<file path="src/common/crc_pkg.sv">
// package: command codes, role values, threshold defaults and carriers for the cold-redundancy block
`default_nettype none
package crc_pkg;

    // management-bus command codes
    localparam logic [7:0] CMD_ROLE        = 8'hd0;
    localparam logic [7:0] CMD_WAKE_POS1   = 8'hd1;
    localparam logic [7:0] CMD_SLEEP_POS1  = 8'hd2;
    localparam logic [7:0] CMD_WAKE_POS2   = 8'hd3;
    localparam logic [7:0] CMD_SLEEP_POS2  = 8'hd4;
    localparam logic [7:0] CMD_WAKE_POS3   = 8'hd5;
    localparam logic [7:0] CMD_SLEEP_POS3  = 8'hd6;
    localparam logic [7:0] CMD_STATUS      = 8'hd7;

    // role byte values
    localparam logic [7:0] ROLE_STANDARD   = 8'h00;
    localparam logic [7:0] ROLE_CR_ACTIVE  = 8'h01;
    localparam logic [7:0] ROLE_STBY1      = 8'h02;
    localparam logic [7:0] ROLE_STBY3      = 8'h04;
    localparam logic [7:0] ROLE_ALWAYS_SB  = 8'h05;
    localparam logic [7:0] ROLE_RESET      = ROLE_STANDARD;

    // thresholds: 8-bit code, 8.0 V load share (full rated power) = 256 codes
    localparam int         THR_ENTRIES     = 6;
    localparam logic [7:0] THR_WAKE1_RST   = 8'h66;  // 3.2 V
    localparam logic [7:0] THR_SLEEP1_RST  = 8'h2e;  // 1.44 V
    localparam logic [7:0] THR_WAKE2_RST   = 8'ha0;  // 5.0 V
    localparam logic [7:0] THR_SLEEP2_RST  = 8'h60;  // 3.0 V
    localparam logic [7:0] THR_WAKE3_RST   = 8'hd6;  // 6.7 V
    localparam logic [7:0] THR_SLEEP3_RST  = 8'h90;  // 4.52 V
    localparam logic [THR_ENTRIES*8-1:0] THR_RST_VEC = {
        THR_SLEEP3_RST, THR_WAKE3_RST, THR_SLEEP2_RST,
        THR_WAKE2_RST, THR_SLEEP1_RST, THR_WAKE1_RST};

    // status byte bit positions
    localparam int ST_CONV_ON     = 0;
    localparam int ST_WAKE_LEVEL  = 1;
    localparam int ST_LOAD_AWAKE  = 2;
    localparam int ST_DRIVE_LOW   = 3;
    localparam int ST_DRIVE_HIGH  = 4;
    localparam int ST_FAULT       = 5;

    // timing
    localparam int CLK_PERIOD_NS      = 100;
    localparam int WAKE_RESPONSE_US   = 100;
    localparam int WAKE_RESPONSE_CYC  = (WAKE_RESPONSE_US * 1000) / CLK_PERIOD_NS;
    localparam int SYNC_BITS          = 5;

    typedef struct packed {
        logic       valid;
        logic       write;
        logic       pec_ok;
        logic [7:0] code;
        logic [7:0] wdata;
    } crc_cmd_t;

    typedef struct packed {
        logic       ack;
        logic       nak;
        logic [7:0] rdata;
    } crc_rsp_t;

    typedef enum logic [1:0] {
        CS_FORCED_ON,
        CS_ASLEEP,
        CS_LOAD_ON
    } crc_conv_state_t;

    // threshold command decode, shared by the bank and the top
    function automatic logic thr_hit(input logic [7:0] code);
        return (code >= CMD_WAKE_POS1) && (code <= CMD_SLEEP_POS3);
    endfunction

    function automatic logic [2:0] thr_index(input logic [7:0] code);
        logic [7:0] d;
        d = code - CMD_WAKE_POS1;
        return d[2:0];
    endfunction

endpackage
`default_nettype wire

</file>
<file path="src/hdl/crc_sync.sv">
// two-flop synchroniser for a vector of independent level inputs
`default_nettype none
module crc_sync #(
    parameter int W = 1
) (
    input  wire logic         clk,
    input  wire logic         rst,
    input  wire logic [W-1:0] d,
    output logic      [W-1:0] q
);
    logic [W-1:0] meta_reg;
    logic [W-1:0] sync_reg;

    genvar i;
    generate
        for (i = 0; i < W; i++) begin : g_bit
            always_ff @(posedge clk) begin
                if (rst) begin
                    meta_reg[i] <= 1'b0;
                    sync_reg[i] <= 1'b0;
                end else begin
                    meta_reg[i] <= d[i];
                    sync_reg[i] <= meta_reg[i];
                end
            end
        end
    endgenerate

    assign q = sync_reg;
endmodule
`default_nettype wire

</file>
<file path="src/hdl/crc_thresh_bank.sv">
// programmable wake/sleep threshold bank for the three standby positions
`default_nettype none
module crc_thresh_bank
    import crc_pkg::*;
(
    input  wire logic       clk,
    input  wire logic       rst,
    input  wire logic       wr_en,
    input  wire logic [7:0] wr_code,
    input  wire logic [7:0] wr_data,
    input  wire logic [7:0] rd_code,
    input  wire logic [1:0] position,
    output logic      [7:0] rd_data,
    output logic      [7:0] wake_thr,
    output logic      [7:0] sleep_thr
);
    logic [7:0] thr_reg [THR_ENTRIES];
    logic [7:0] wake_reg;
    logic [7:0] sleep_reg;
    wire  [2:0] wr_idx  = thr_index(wr_code);
    wire  [2:0] rd_idx  = thr_index(rd_code);
    wire  [2:0] wake_i  = {position, 1'b0};
    wire  [2:0] sleep_i = {position, 1'b1};

    genvar i;
    generate
        for (i = 0; i < THR_ENTRIES; i++) begin : g_thr
            always_ff @(posedge clk) begin
                if (rst) begin
                    thr_reg[i] <= THR_RST_VEC[i*8 +: 8];
                end else if (wr_en && thr_hit(wr_code) && wr_idx == 3'(i)) begin
                    thr_reg[i] <= wr_data;
                end
            end
        end
    endgenerate

    always_ff @(posedge clk) begin
        if (rst) begin
            wake_reg  <= THR_WAKE1_RST;
            sleep_reg <= THR_SLEEP1_RST;
        end else begin
            wake_reg  <= thr_reg[wake_i];
            sleep_reg <= thr_reg[sleep_i];
        end
    end

    assign rd_data   = thr_hit(rd_code) ? thr_reg[rd_idx] : 8'h00;
    assign wake_thr  = wake_reg;
    assign sleep_thr = sleep_reg;
endmodule
`default_nettype wire

</file>
<file path="src/hdl/crc_controller.sv">
// cold-redundancy role controller: role byte, wake-line drive and converter enable
`default_nettype none
// How it works
// - pull the wake line low on internal fault or output undervoltage
// - a cold standby role turns the converter on while the wake line is low
// - no active supply driving the line high means the line reads low, converter on
// - standby only holds while some peer keeps the line high; system arranges roles
// - role byte resets to 00h so every supply starts with its converter on
// - standby converter off only for line high and, in roles 02h..04h, load below wake threshold
// - standby compares load share against a bus-programmed threshold for its position
// - default wake thresholds 3.2 V, 5.0 V, 6.7 V, reprogrammable per position
// - default sleep thresholds 90% of wake scaled by k/(k+1)
// - threshold codes scaled so 8.0 V load share is full rated power
// - standard and active roles ignore the enable and keep converter on
// - standard and standby roles leave the line released when healthy, low on fault
// - active role 01h drives the line high when healthy, low on fault
// - converter turns on within 100 us of the wake line falling
// - role byte read and written at command D0h, writes only with good packet check
// - roles 02h..04h select standby positions one to three
// - role 05h stays in standby whatever the load share
// - falling wake line rewrites a standby role to standard redundancy 00h
module crc_controller
    import crc_pkg::*;
(
    input  wire logic       MCLK,
    input  wire logic       RESET,
    input  wire crc_cmd_t   CMD_REQ,
    output crc_rsp_t        CMD_RSP,
    input  wire logic       FAULT,
    input  wire logic       OUT_UNDERVOLT,
    input  wire logic       LOAD_ABOVE_WAKE,
    input  wire logic       LOAD_ABOVE_SLEEP,
    input  wire logic       WAKE_LINE_IN,
    output logic            WAKE_LINE_OUT,
    output logic            WAKE_LINE_OE,
    output logic      [7:0] WAKE_THRESHOLD,
    output logic      [7:0] SLEEP_THRESHOLD,
    output logic            CONVERTER_ON_N
);
    // role helpers
    function automatic logic is_standby(input logic [7:0] r);
        return (r >= ROLE_STBY1) && (r <= ROLE_ALWAYS_SB);
    endfunction

    function automatic logic is_positioned(input logic [7:0] r);
        return (r >= ROLE_STBY1) && (r <= ROLE_STBY3);
    endfunction

    // synchronised inputs
    logic [SYNC_BITS-1:0] async_in;
    logic [SYNC_BITS-1:0] sync_out;
    logic                 wake_s;
    logic                 fault_s;
    logic                 uv_s;
    logic                 above_wake_s;
    logic                 above_sleep_s;

    // state
    logic [7:0]      role_reg;
    logic [7:0]      role_next;
    crc_conv_state_t state_reg;
    crc_conv_state_t state_next;
    logic            wake_prev_reg;
    logic            conv_on_n_reg;
    logic            conv_on_n_next;
    logic            drv_out_reg;
    logic            drv_oe_reg;
    crc_rsp_t        rsp_reg;
    crc_rsp_t        rsp_next;

    assign async_in = {LOAD_ABOVE_SLEEP, LOAD_ABOVE_WAKE, OUT_UNDERVOLT, FAULT, WAKE_LINE_IN};

    crc_sync #(
        .W (SYNC_BITS)
    ) u_sync (
        .clk (MCLK),
        .rst (RESET),
        .d   (async_in),
        .q   (sync_out)
    );

    assign wake_s        = sync_out[0];
    assign fault_s       = sync_out[1];
    assign uv_s          = sync_out[2];
    assign above_wake_s  = sync_out[3];
    assign above_sleep_s = sync_out[4];

    // decode
    wire        any_fault   = fault_s | uv_s;
    wire        wake_fall   = wake_prev_reg & ~wake_s;
    wire        wake_low    = ~wake_s;
    wire        cmd_wr      = CMD_REQ.valid & CMD_REQ.write;
    wire        cmd_rd      = CMD_REQ.valid & ~CMD_REQ.write;
    wire        pec_good    = CMD_REQ.pec_ok;
    wire        role_cmd    = (CMD_REQ.code == CMD_ROLE);
    wire        thr_cmd     = thr_hit(CMD_REQ.code);
    wire        stat_cmd    = (CMD_REQ.code == CMD_STATUS);
    wire        role_val_ok = (CMD_REQ.wdata <= ROLE_ALWAYS_SB);
    wire        role_wr     = cmd_wr & pec_good & role_cmd & role_val_ok;
    wire        thr_wr      = cmd_wr & pec_good & thr_cmd;
    wire        standby     = is_standby(role_reg);
    wire        positioned  = is_positioned(role_reg);
    wire [7:0]  pos_off     = role_reg - ROLE_STBY1;
    wire [1:0]  position    = positioned ? pos_off[1:0] : 2'b00;
    wire [7:0]  thr_rdata;
    wire [7:0]  status_byte;

    crc_thresh_bank u_thr (
        .clk       (MCLK),
        .rst       (RESET),
        .wr_en     (thr_wr),
        .wr_code   (CMD_REQ.code),
        .wr_data   (CMD_REQ.wdata),
        .rd_code   (CMD_REQ.code),
        .position  (position),
        .rd_data   (thr_rdata),
        .wake_thr  (WAKE_THRESHOLD),
        .sleep_thr (SLEEP_THRESHOLD)
    );

    // role byte; a falling wake line wins over a simultaneous write
    always_comb begin
        role_next = role_reg;
        if (wake_fall && standby) begin
            role_next = ROLE_STANDARD;
        end else if (role_wr) begin
            role_next = CMD_REQ.wdata;
        end
    end

    // converter state
    always_comb begin
        state_next = state_reg;
        if (!standby) begin
            state_next = CS_FORCED_ON;
        end else if (role_reg == ROLE_ALWAYS_SB) begin
            state_next = CS_ASLEEP;
        end else begin
            unique case (state_reg)
                CS_FORCED_ON: begin
                    state_next = above_sleep_s ? CS_LOAD_ON : CS_ASLEEP;
                end
                CS_ASLEEP: begin
                    if (above_wake_s) begin
                        state_next = CS_LOAD_ON;
                    end
                end
                CS_LOAD_ON: begin
                    if (!above_sleep_s && !above_wake_s) begin
                        state_next = CS_ASLEEP;
                    end
                end
                // the unused fourth code falls back to the safe always-on state
                default: begin
                    state_next = CS_FORCED_ON;
                end
            endcase
        end
    end

    // off only for standby and line high, with load below threshold except in role 05h
    assign conv_on_n_next = (state_next == CS_ASLEEP) & ~wake_low;

    // status readback
    assign status_byte = {2'b00,
                          any_fault,
                          drv_oe_reg & drv_out_reg,
                          drv_oe_reg & ~drv_out_reg,
                          state_reg == CS_LOAD_ON,
                          wake_s,
                          ~conv_on_n_reg};

    // command answer
    always_comb begin
        rsp_next = '0;
        if (cmd_wr) begin
            if (pec_good && (thr_cmd || (role_cmd && role_val_ok))) begin
                rsp_next.ack = 1'b1;
            end else begin
                rsp_next.nak = 1'b1;
            end
        end else if (cmd_rd) begin
            if (role_cmd) begin
                rsp_next.ack   = 1'b1;
                rsp_next.rdata = role_reg;
            end else if (thr_cmd) begin
                rsp_next.ack   = 1'b1;
                rsp_next.rdata = thr_rdata;
            end else if (stat_cmd) begin
                rsp_next.ack   = 1'b1;
                rsp_next.rdata = status_byte;
            end else begin
                rsp_next.nak = 1'b1;
            end
        end
    end

    always_ff @(posedge MCLK) begin
        if (RESET) begin
            role_reg      <= ROLE_RESET;
            state_reg     <= CS_FORCED_ON;
            wake_prev_reg <= 1'b0;
            conv_on_n_reg <= 1'b0;
            rsp_reg       <= '0;
        end else begin
            role_reg      <= role_next;
            state_reg     <= state_next;
            wake_prev_reg <= wake_s;
            conv_on_n_reg <= conv_on_n_next;
            rsp_reg       <= rsp_next;
        end
    end

    // wake line drive: low on fault, high only for a healthy active supply
    always_ff @(posedge MCLK) begin
        if (RESET) begin
            drv_out_reg <= 1'b0;
            drv_oe_reg  <= 1'b0;
        end else if (any_fault) begin
            drv_out_reg <= 1'b0;
            drv_oe_reg  <= 1'b1;
        end else if (role_reg == ROLE_CR_ACTIVE) begin
            drv_out_reg <= 1'b1;
            drv_oe_reg  <= 1'b1;
        end else begin
            drv_out_reg <= 1'b0;
            drv_oe_reg  <= 1'b0;
        end
    end

    assign WAKE_LINE_OUT  = drv_out_reg;
    assign WAKE_LINE_OE   = drv_oe_reg;
    assign CONVERTER_ON_N = conv_on_n_reg;
    assign CMD_RSP        = rsp_reg;
endmodule
`default_nettype wire

</file>
<file path="config.mk">
export PLATFORM = sky130hd
export DESIGN_NAME = crc_controller
export DESIGN_NICKNAME = d
export VERILOG_FILES = /design/src/common/crc_pkg.sv /design/src/hdl/crc_sync.sv /design/src/hdl/crc_thresh_bank.sv /design/src/hdl/crc_controller.sv
export SDC_FILE = /design/constraint.sdc
export NUM_CORES = 1
export LEC_CHECK = 0
export BUFFER_PORTS_ARGS = -buffer_cell sky130_fd_sc_hd__buf_4
export CAP_MARGIN = 15
export CELL_PAD_IN_SITES_DETAIL_PLACEMENT = 0
export CELL_PAD_IN_SITES_GLOBAL_PLACEMENT = 1
export CORE_ASPECT_RATIO = 1.25
export CORE_MARGIN = 2
export CORE_UTILIZATION = 47
export CTS_CLUSTER_SIZE = 24
export DETAILED_ROUTE_END_ITERATION = 8
export PLACE_DENSITY_LB_ADDON = 0.2
export SLEW_MARGIN = 20
export SYNTH_ARGS = -nofsm -noshare
export SYNTH_HDL_FRONTEND = slang
export SYNTH_SLANG_ARGS = --single-unit
</file>
<file path="constraint.sdc">
create_clock -name MCLK -period 3.1 [get_ports MCLK]
set_input_delay 0.31 -clock MCLK [delete_from_list [all_inputs] [get_ports MCLK]]
set_output_delay 0.31 -clock MCLK [all_outputs]
set_load 0.02 [all_outputs]
</file>
[Yosys cells after proc, flatten, opt, wreduce, memory -nomap -nowiden]
Memories as Yosys holds them, arrays and structs flattened. A register that Yosys moved wholly into a read port is not among the register bits.
Index checks and enable logic that the tools add are counted.
Widths: inputs -> output; s select.
Cells by class
  add/subtract/negate cells: 2
  order comparisons: 6
  eq/ne operators: 12
  muxes and demuxes: 48
  bitwise operators: 22
  reduce and logical (&&, ||, !) cells: 22
Operator list (number)
  $mux 8: 8
  $mux 1: 30
  $le 8x3->1 const B: 3
  $eq 8x8->1 const B: 2
  $logic_and 1x1->1: 14
  $mux 2: 7
  $and 1x1->1: 10
  $mux 10: 1
  $eq 8x1->1 const B: 1
  $eq 8x3->1 const B: 1
  $ge 8x2->1 const B: 1
  $ge 8x8->1 const B: 1
  $le 8x8->1 const B: 1
  $or 1x1->1: 7
  $eq 3x2->1 const B: 2
  $eq 3x3->1 const B: 2
  $mux 6: 1
  $pmux 2 s3: 1
  $not 1->1: 5
  $eq 2x1->1 const B: 2
  $reduce_or 2->1: 2
  $eq 3x1->1 const B: 1
  $logic_not 3->1: 1
  $reduce_or 3->1: 1
  other kinds (6): 7
Word-level totals
  register bits: 34
  RAM bits: 48
  bits of input ports: 26
  memories kept: 1
Memory list
  u_thr.thr_reg: words 6, width 8, rd ports 3, clocked after memory_dff 2, wr ports 6, line crc_thresh_bank.sv:17  | logic [7:0] thr_reg [THR_ENTRIES];

[Logic depth before layout (Yosys ltp)]
  word-level depth: 9
  depth in mapped cells: 10
  depth with buffers taken out: 6

[Cells and area by module]
From an unflattened synthesis, not the netlist that was laid out.
Second synthesis, totals
  cells, all modules: 410
  area, all modules: 4760.8 µm²
Modules (own cells, without submodules)
  crc_thresh_bank: times used 1, cells an instance 267, area an instance 3382.0 µm²
  crc_controller: times used 1, cells an instance 123, area an instance 1116.1 µm²
  crc_sync: times used 1, cells an instance 20, area an instance 262.8 µm²

[Least setup slack after synthesis]
OpenSTA, ideal clock, no wires.
  path kind: input -> register
  from: input port CMD_REQ[8] (netlist name)
  to: memory u_thr.thr_reg[4][0] (enable)
  arrival time: 2448 ps
  path slack: 265 ps
  cell stages on the path: 8
  cells stage by stage: buf_2 > buf_2 > inv_1 > ha_1 > ha_1 > buf_2 > nand2_1 > o31ai_1
RTL lines
  start: declaration: line crc_controller.sv:27  | input wire crc_cmd_t CMD_REQ,
  end: declaration: line crc_thresh_bank.sv:17

[Final worst setup path]
  from: input port CMD_REQ[9] (netlist name)
  to: register rsp_reg, in the netlist CMD_RSP[4]
Between the ends
  longest elaborated chain between the ends: 4
RTL lines
  $sub 3x1->3, or another cell as far along: line crc_pkg.sv:76  | d = code - CMD_WAKE_POS1;
  $mem_v2 6x8, or another cell as far along
  $mux 8: line crc_controller.sv:186  | end else if (thr_cmd) begin
  $mux 8 (*): line crc_controller.sv:183  | if (role_cmd) begin
  end signal: assignment: line crc_controller.sv:210  | rsp_reg <= rsp_next;
  end: declaration: line crc_controller.sv:68  | crc_rsp_t rsp_reg;
Mark *: on every way between the ends. The rest lies on a longest branch, timed or not.
A chain may end at the register's enable or synchronous reset.

==> summary.txt <==
Timing
  • Final min period: 2167 ps
  • Final Slew Violations: 0
  • # setup viols final: 0
  • Final worst path period share: 0.6992
  • RSZ-0062 raised after global routing: false
  • Slew Limit Headroom: 0.5686
  • Total Neg Setup Slack: 0 ps
  • Hold Violations, Final: 0
  • Peak Freq: 461.4 MHz
  • Setup ws final: 932.6 ps
  • Worst-margin pin slew: 645.3 ps
  • Final Skew: 6.581 ps

Logic synthesis
  • Library cells used by synthesis: 56
  • Synthesized area per cell: 12.03 sq um
  • Mapped Nets: 418
  • Register area share after synthesis: 0.5273
  • Share of flip-flops with an asynchronous set or reset: 0
  • Ys flop type: dfxtp_1
  • Ys Warns: 0
  • Post-synth EDFFs: 48
  • Netlist Area Pre-Place: 4632 sq um
  • Cells after synthesis: 385
  • Post-synthesis register bit count: 98

Pwr
  • Power Density: 533.3 nW/um^2
  • Switch Pwr: 682.6 uW
  • Net Sw Frac: 0.2340
  • Peak VDD IR: 364.1 uV
  • Cell Int Power: 2.235 mW
  • Pleak: 2.083 nW
  • Clock share of power: 0.416
  • Combinational share of power: 0.092
  • Flop pwr share: 0.492
  • Power Total: 2.918 mW

Die
  • Die Span Y: 115.0 um
  • Cell Rows: 40
  • CORE AREA: 9609 sq um
  • Die Footprint: 10670 sq um
  • Die Span X: 92.79 um
  • Num ports: 55
  • Initial Util: 0.4820

GRT
  • Initial antenna violation count: 0
  • Largest net degree at the start of global routing: 39
  • Gr usage total: 0.2225
  • Remaining Overflow, GRT: 0
  • Number of global-route vias before repair: 3131
  • First-pass GRT wire length: 17610 um

Outcome
  • Status: complete, no violations

Layout
  • Commonest non-fill, non-tap cell in the layout: buf_4
  • Synth-to-Final Area Change: 18.13%
  • Fill cell count: 833
  • Layout cell share with drive strength beyond 1: 0.2449
  • Most frequent cells in the layout: buf_4, dfxtp_1, edfxtp_1, and2_1, nand2b_1
  • Design area: 5472 sq um
  • Final nets: 473
  • Antenna Cells: 0
  • Largest register FFs: 48
  • Non-Filler Instances: 571

Clock network
  • Clock-pin slew on the worst setup and hold paths: 70 ps
  • CTS Buffer Depth: 2
  • H-tree levels: 3
  • # Post-CTS Setup Buffers: 0
  • Post-CTS Resized: 0
  • Skew-Pair Late Insertion Delay: 350 ps
  • Clock Tree Root: clkbuf_16
  • Total clock sinks: 98
  • Hold_buf cts: 0
  • CTS tree: built
  • CTS Buf Count: 9

Placed design
  • GP Congestion: 0.8427
  • Post-Place Cell Area: 5147 sq um
  • Place WS: 570.0 ps
  • DP HPWL: 8158 um
  • Cells after DPL: 555
  • Input/output buffers: 54

Critical path
  • Max FO, Critical Path: 13
  • CP Launch Type: input pin
  • Max stage delay on crit path: 530 ps
  • Setup CP Type: in -> reg
  • Worst path cell trace: buf_4, inv_1, ha_1, ha_1, buf_4, mux2_2, nor4_1, a211oi_1
  • Worst EP arrival: 2380 ps
  • CP delay by family, top: adder cells
  • Crit end category: flop
  • CP Data Required Time: 3310 ps
  • CP bufs+invs: 3
  • Crit-path slowest cell: ha_1

Drt
  • Residual DRC count: 0
  • Wirelength, routed: 11360 um
  • Remaining antenna violation count: 0
  • DRT iter0 DRCs: 283
  • Wirelength per Cell: 19.89 um
  • DR vias: 3237
  • DR pass1 iterations: 5
  • Mean number of vias per cell: 5.669

Flow run
  • Max-Cap Viols: 0

Worst hold path
  • HP Class: in -> reg
-- Yosys cell counts (all sizes together), types with 3 or more instances --
cell,instances,share of area
mux4,8,0.039
nand3,3,0.0043
edfxtp,48,0.31
nand2,15,0.012
and3b,3,0.0057
a221oi,4,0.0076
buf,13,0.020
nor3b,9,0.016
o21ai,20,0.023
nand4,4,0.0054
a22o,8,0.015
and3,6,0.0081
o31ai,4,0.0065
and2,34,0.046
nor3,5,0.014
mux2i,14,0.030
dfxtp,50,0.22
ha,7,0.019
a21o,3,0.0049
inv,8,0.0065
a21oi,10,0.011
nor2b,12,0.016
nand3b,4,0.0065
nor2,15,0.012
mux2,5,0.012
a211oi,13,0.024
nor4,9,0.023
nand2b,20,0.027
a221o,8,0.017
clkbuf,6,0.0049
-- per-layer routing --
metal,up-vias,global-route usage,part of all wire
met1,1585,0.3109,0.45
met4,0,0.07941,0.018
li1,1551,-,-
met3,14,0.03997,0.047
met5,-,0,0
met2,87,0.3512,0.48
-- power by group through the flow --
stage | registers [mW] | clock network (mW) | logic (mW)
6_report | 1.44 | 1.21 | 0.268
5_1_grt | 1.44 | 1.28 | 0.287
4_1_cts | 1.43 | 1.23 | 0.270
3_5_place_dp | 1.46 | 0 | 0.269
3_3_place_gp | 1.46 | 0 | 0.266
2_1_floorplan | 1.47 | 0 | 0.142
-- cells by family after synthesis --
kind of cell / after synthesis / share of synthesized area
muxes: 27 / 0.08130
xor gates and xnor gates: 1 / 0.001891
AOI/OAI and AO/OA: 80 / 0.1313
buffers and inverters: 27 / 0.03133
adders and majority gates: 7 / 0.01891
DFF: 98 / 0.5273
and+or+nand+nor: 145 / 0.2080
-- through the flow --
| step | utilization | hold WS, ps |
|---|---|---|
| after floorplan | - | 413.8 |
| after global placement | 0.5357 | 426.0 |
| after detailed placement | 0.5357 | 427.9 |
| after CTS | 0.5694 | 161.7 |
| after global routing | 0.5694 | 165.5 |
| final | 0.5694 | 170.2 |
-- path summary, 6_finish.rpt --
check                                   startpoint            endpoint  slack, ps  depth (start not counted)
worst max-delay path                    CMD_REQ[9]          CMD_RSP[4]        930                          8
worst max register to register         role_reg[1]  SLEEP_THRESHOLD[6]        960                          4
worst min register to register  u_sync.meta_reg[2]         u_sync.q[2]        440                          1
worst min-delay path                 OUT_UNDERVOLT  u_sync.meta_reg[2]        170                          2
-- layout make-up --
| class | instances | area (sq um) | share of cell area |
|---|---|---|---|
| clock inverters | 7 | 98.84 | 0.01807 |
| flip-flops and latches | 98 | 2442 | 0.4464 |
| clock buffers | 9 | 225.2 | 0.04116 |
| inverters | 8 | 30.03 | 0.005488 |
| well taps | 126 | 157.7 | 0.02881 |
| repair buffers | 63 | 473.0 | 0.08644 |
| multi-input cells | 260 | 2044 | 0.3737 |
-- worst register-to-register path, delay by kind of cell, from the launching register on --
kind	cells	cell delay [ps]
muxes	1	150
AOI/OAI and AO/OA	1	360
DFF	1	470
and+or+nand+nor	2	1040
Note: power is estimated with default switching activity, not from simulation.
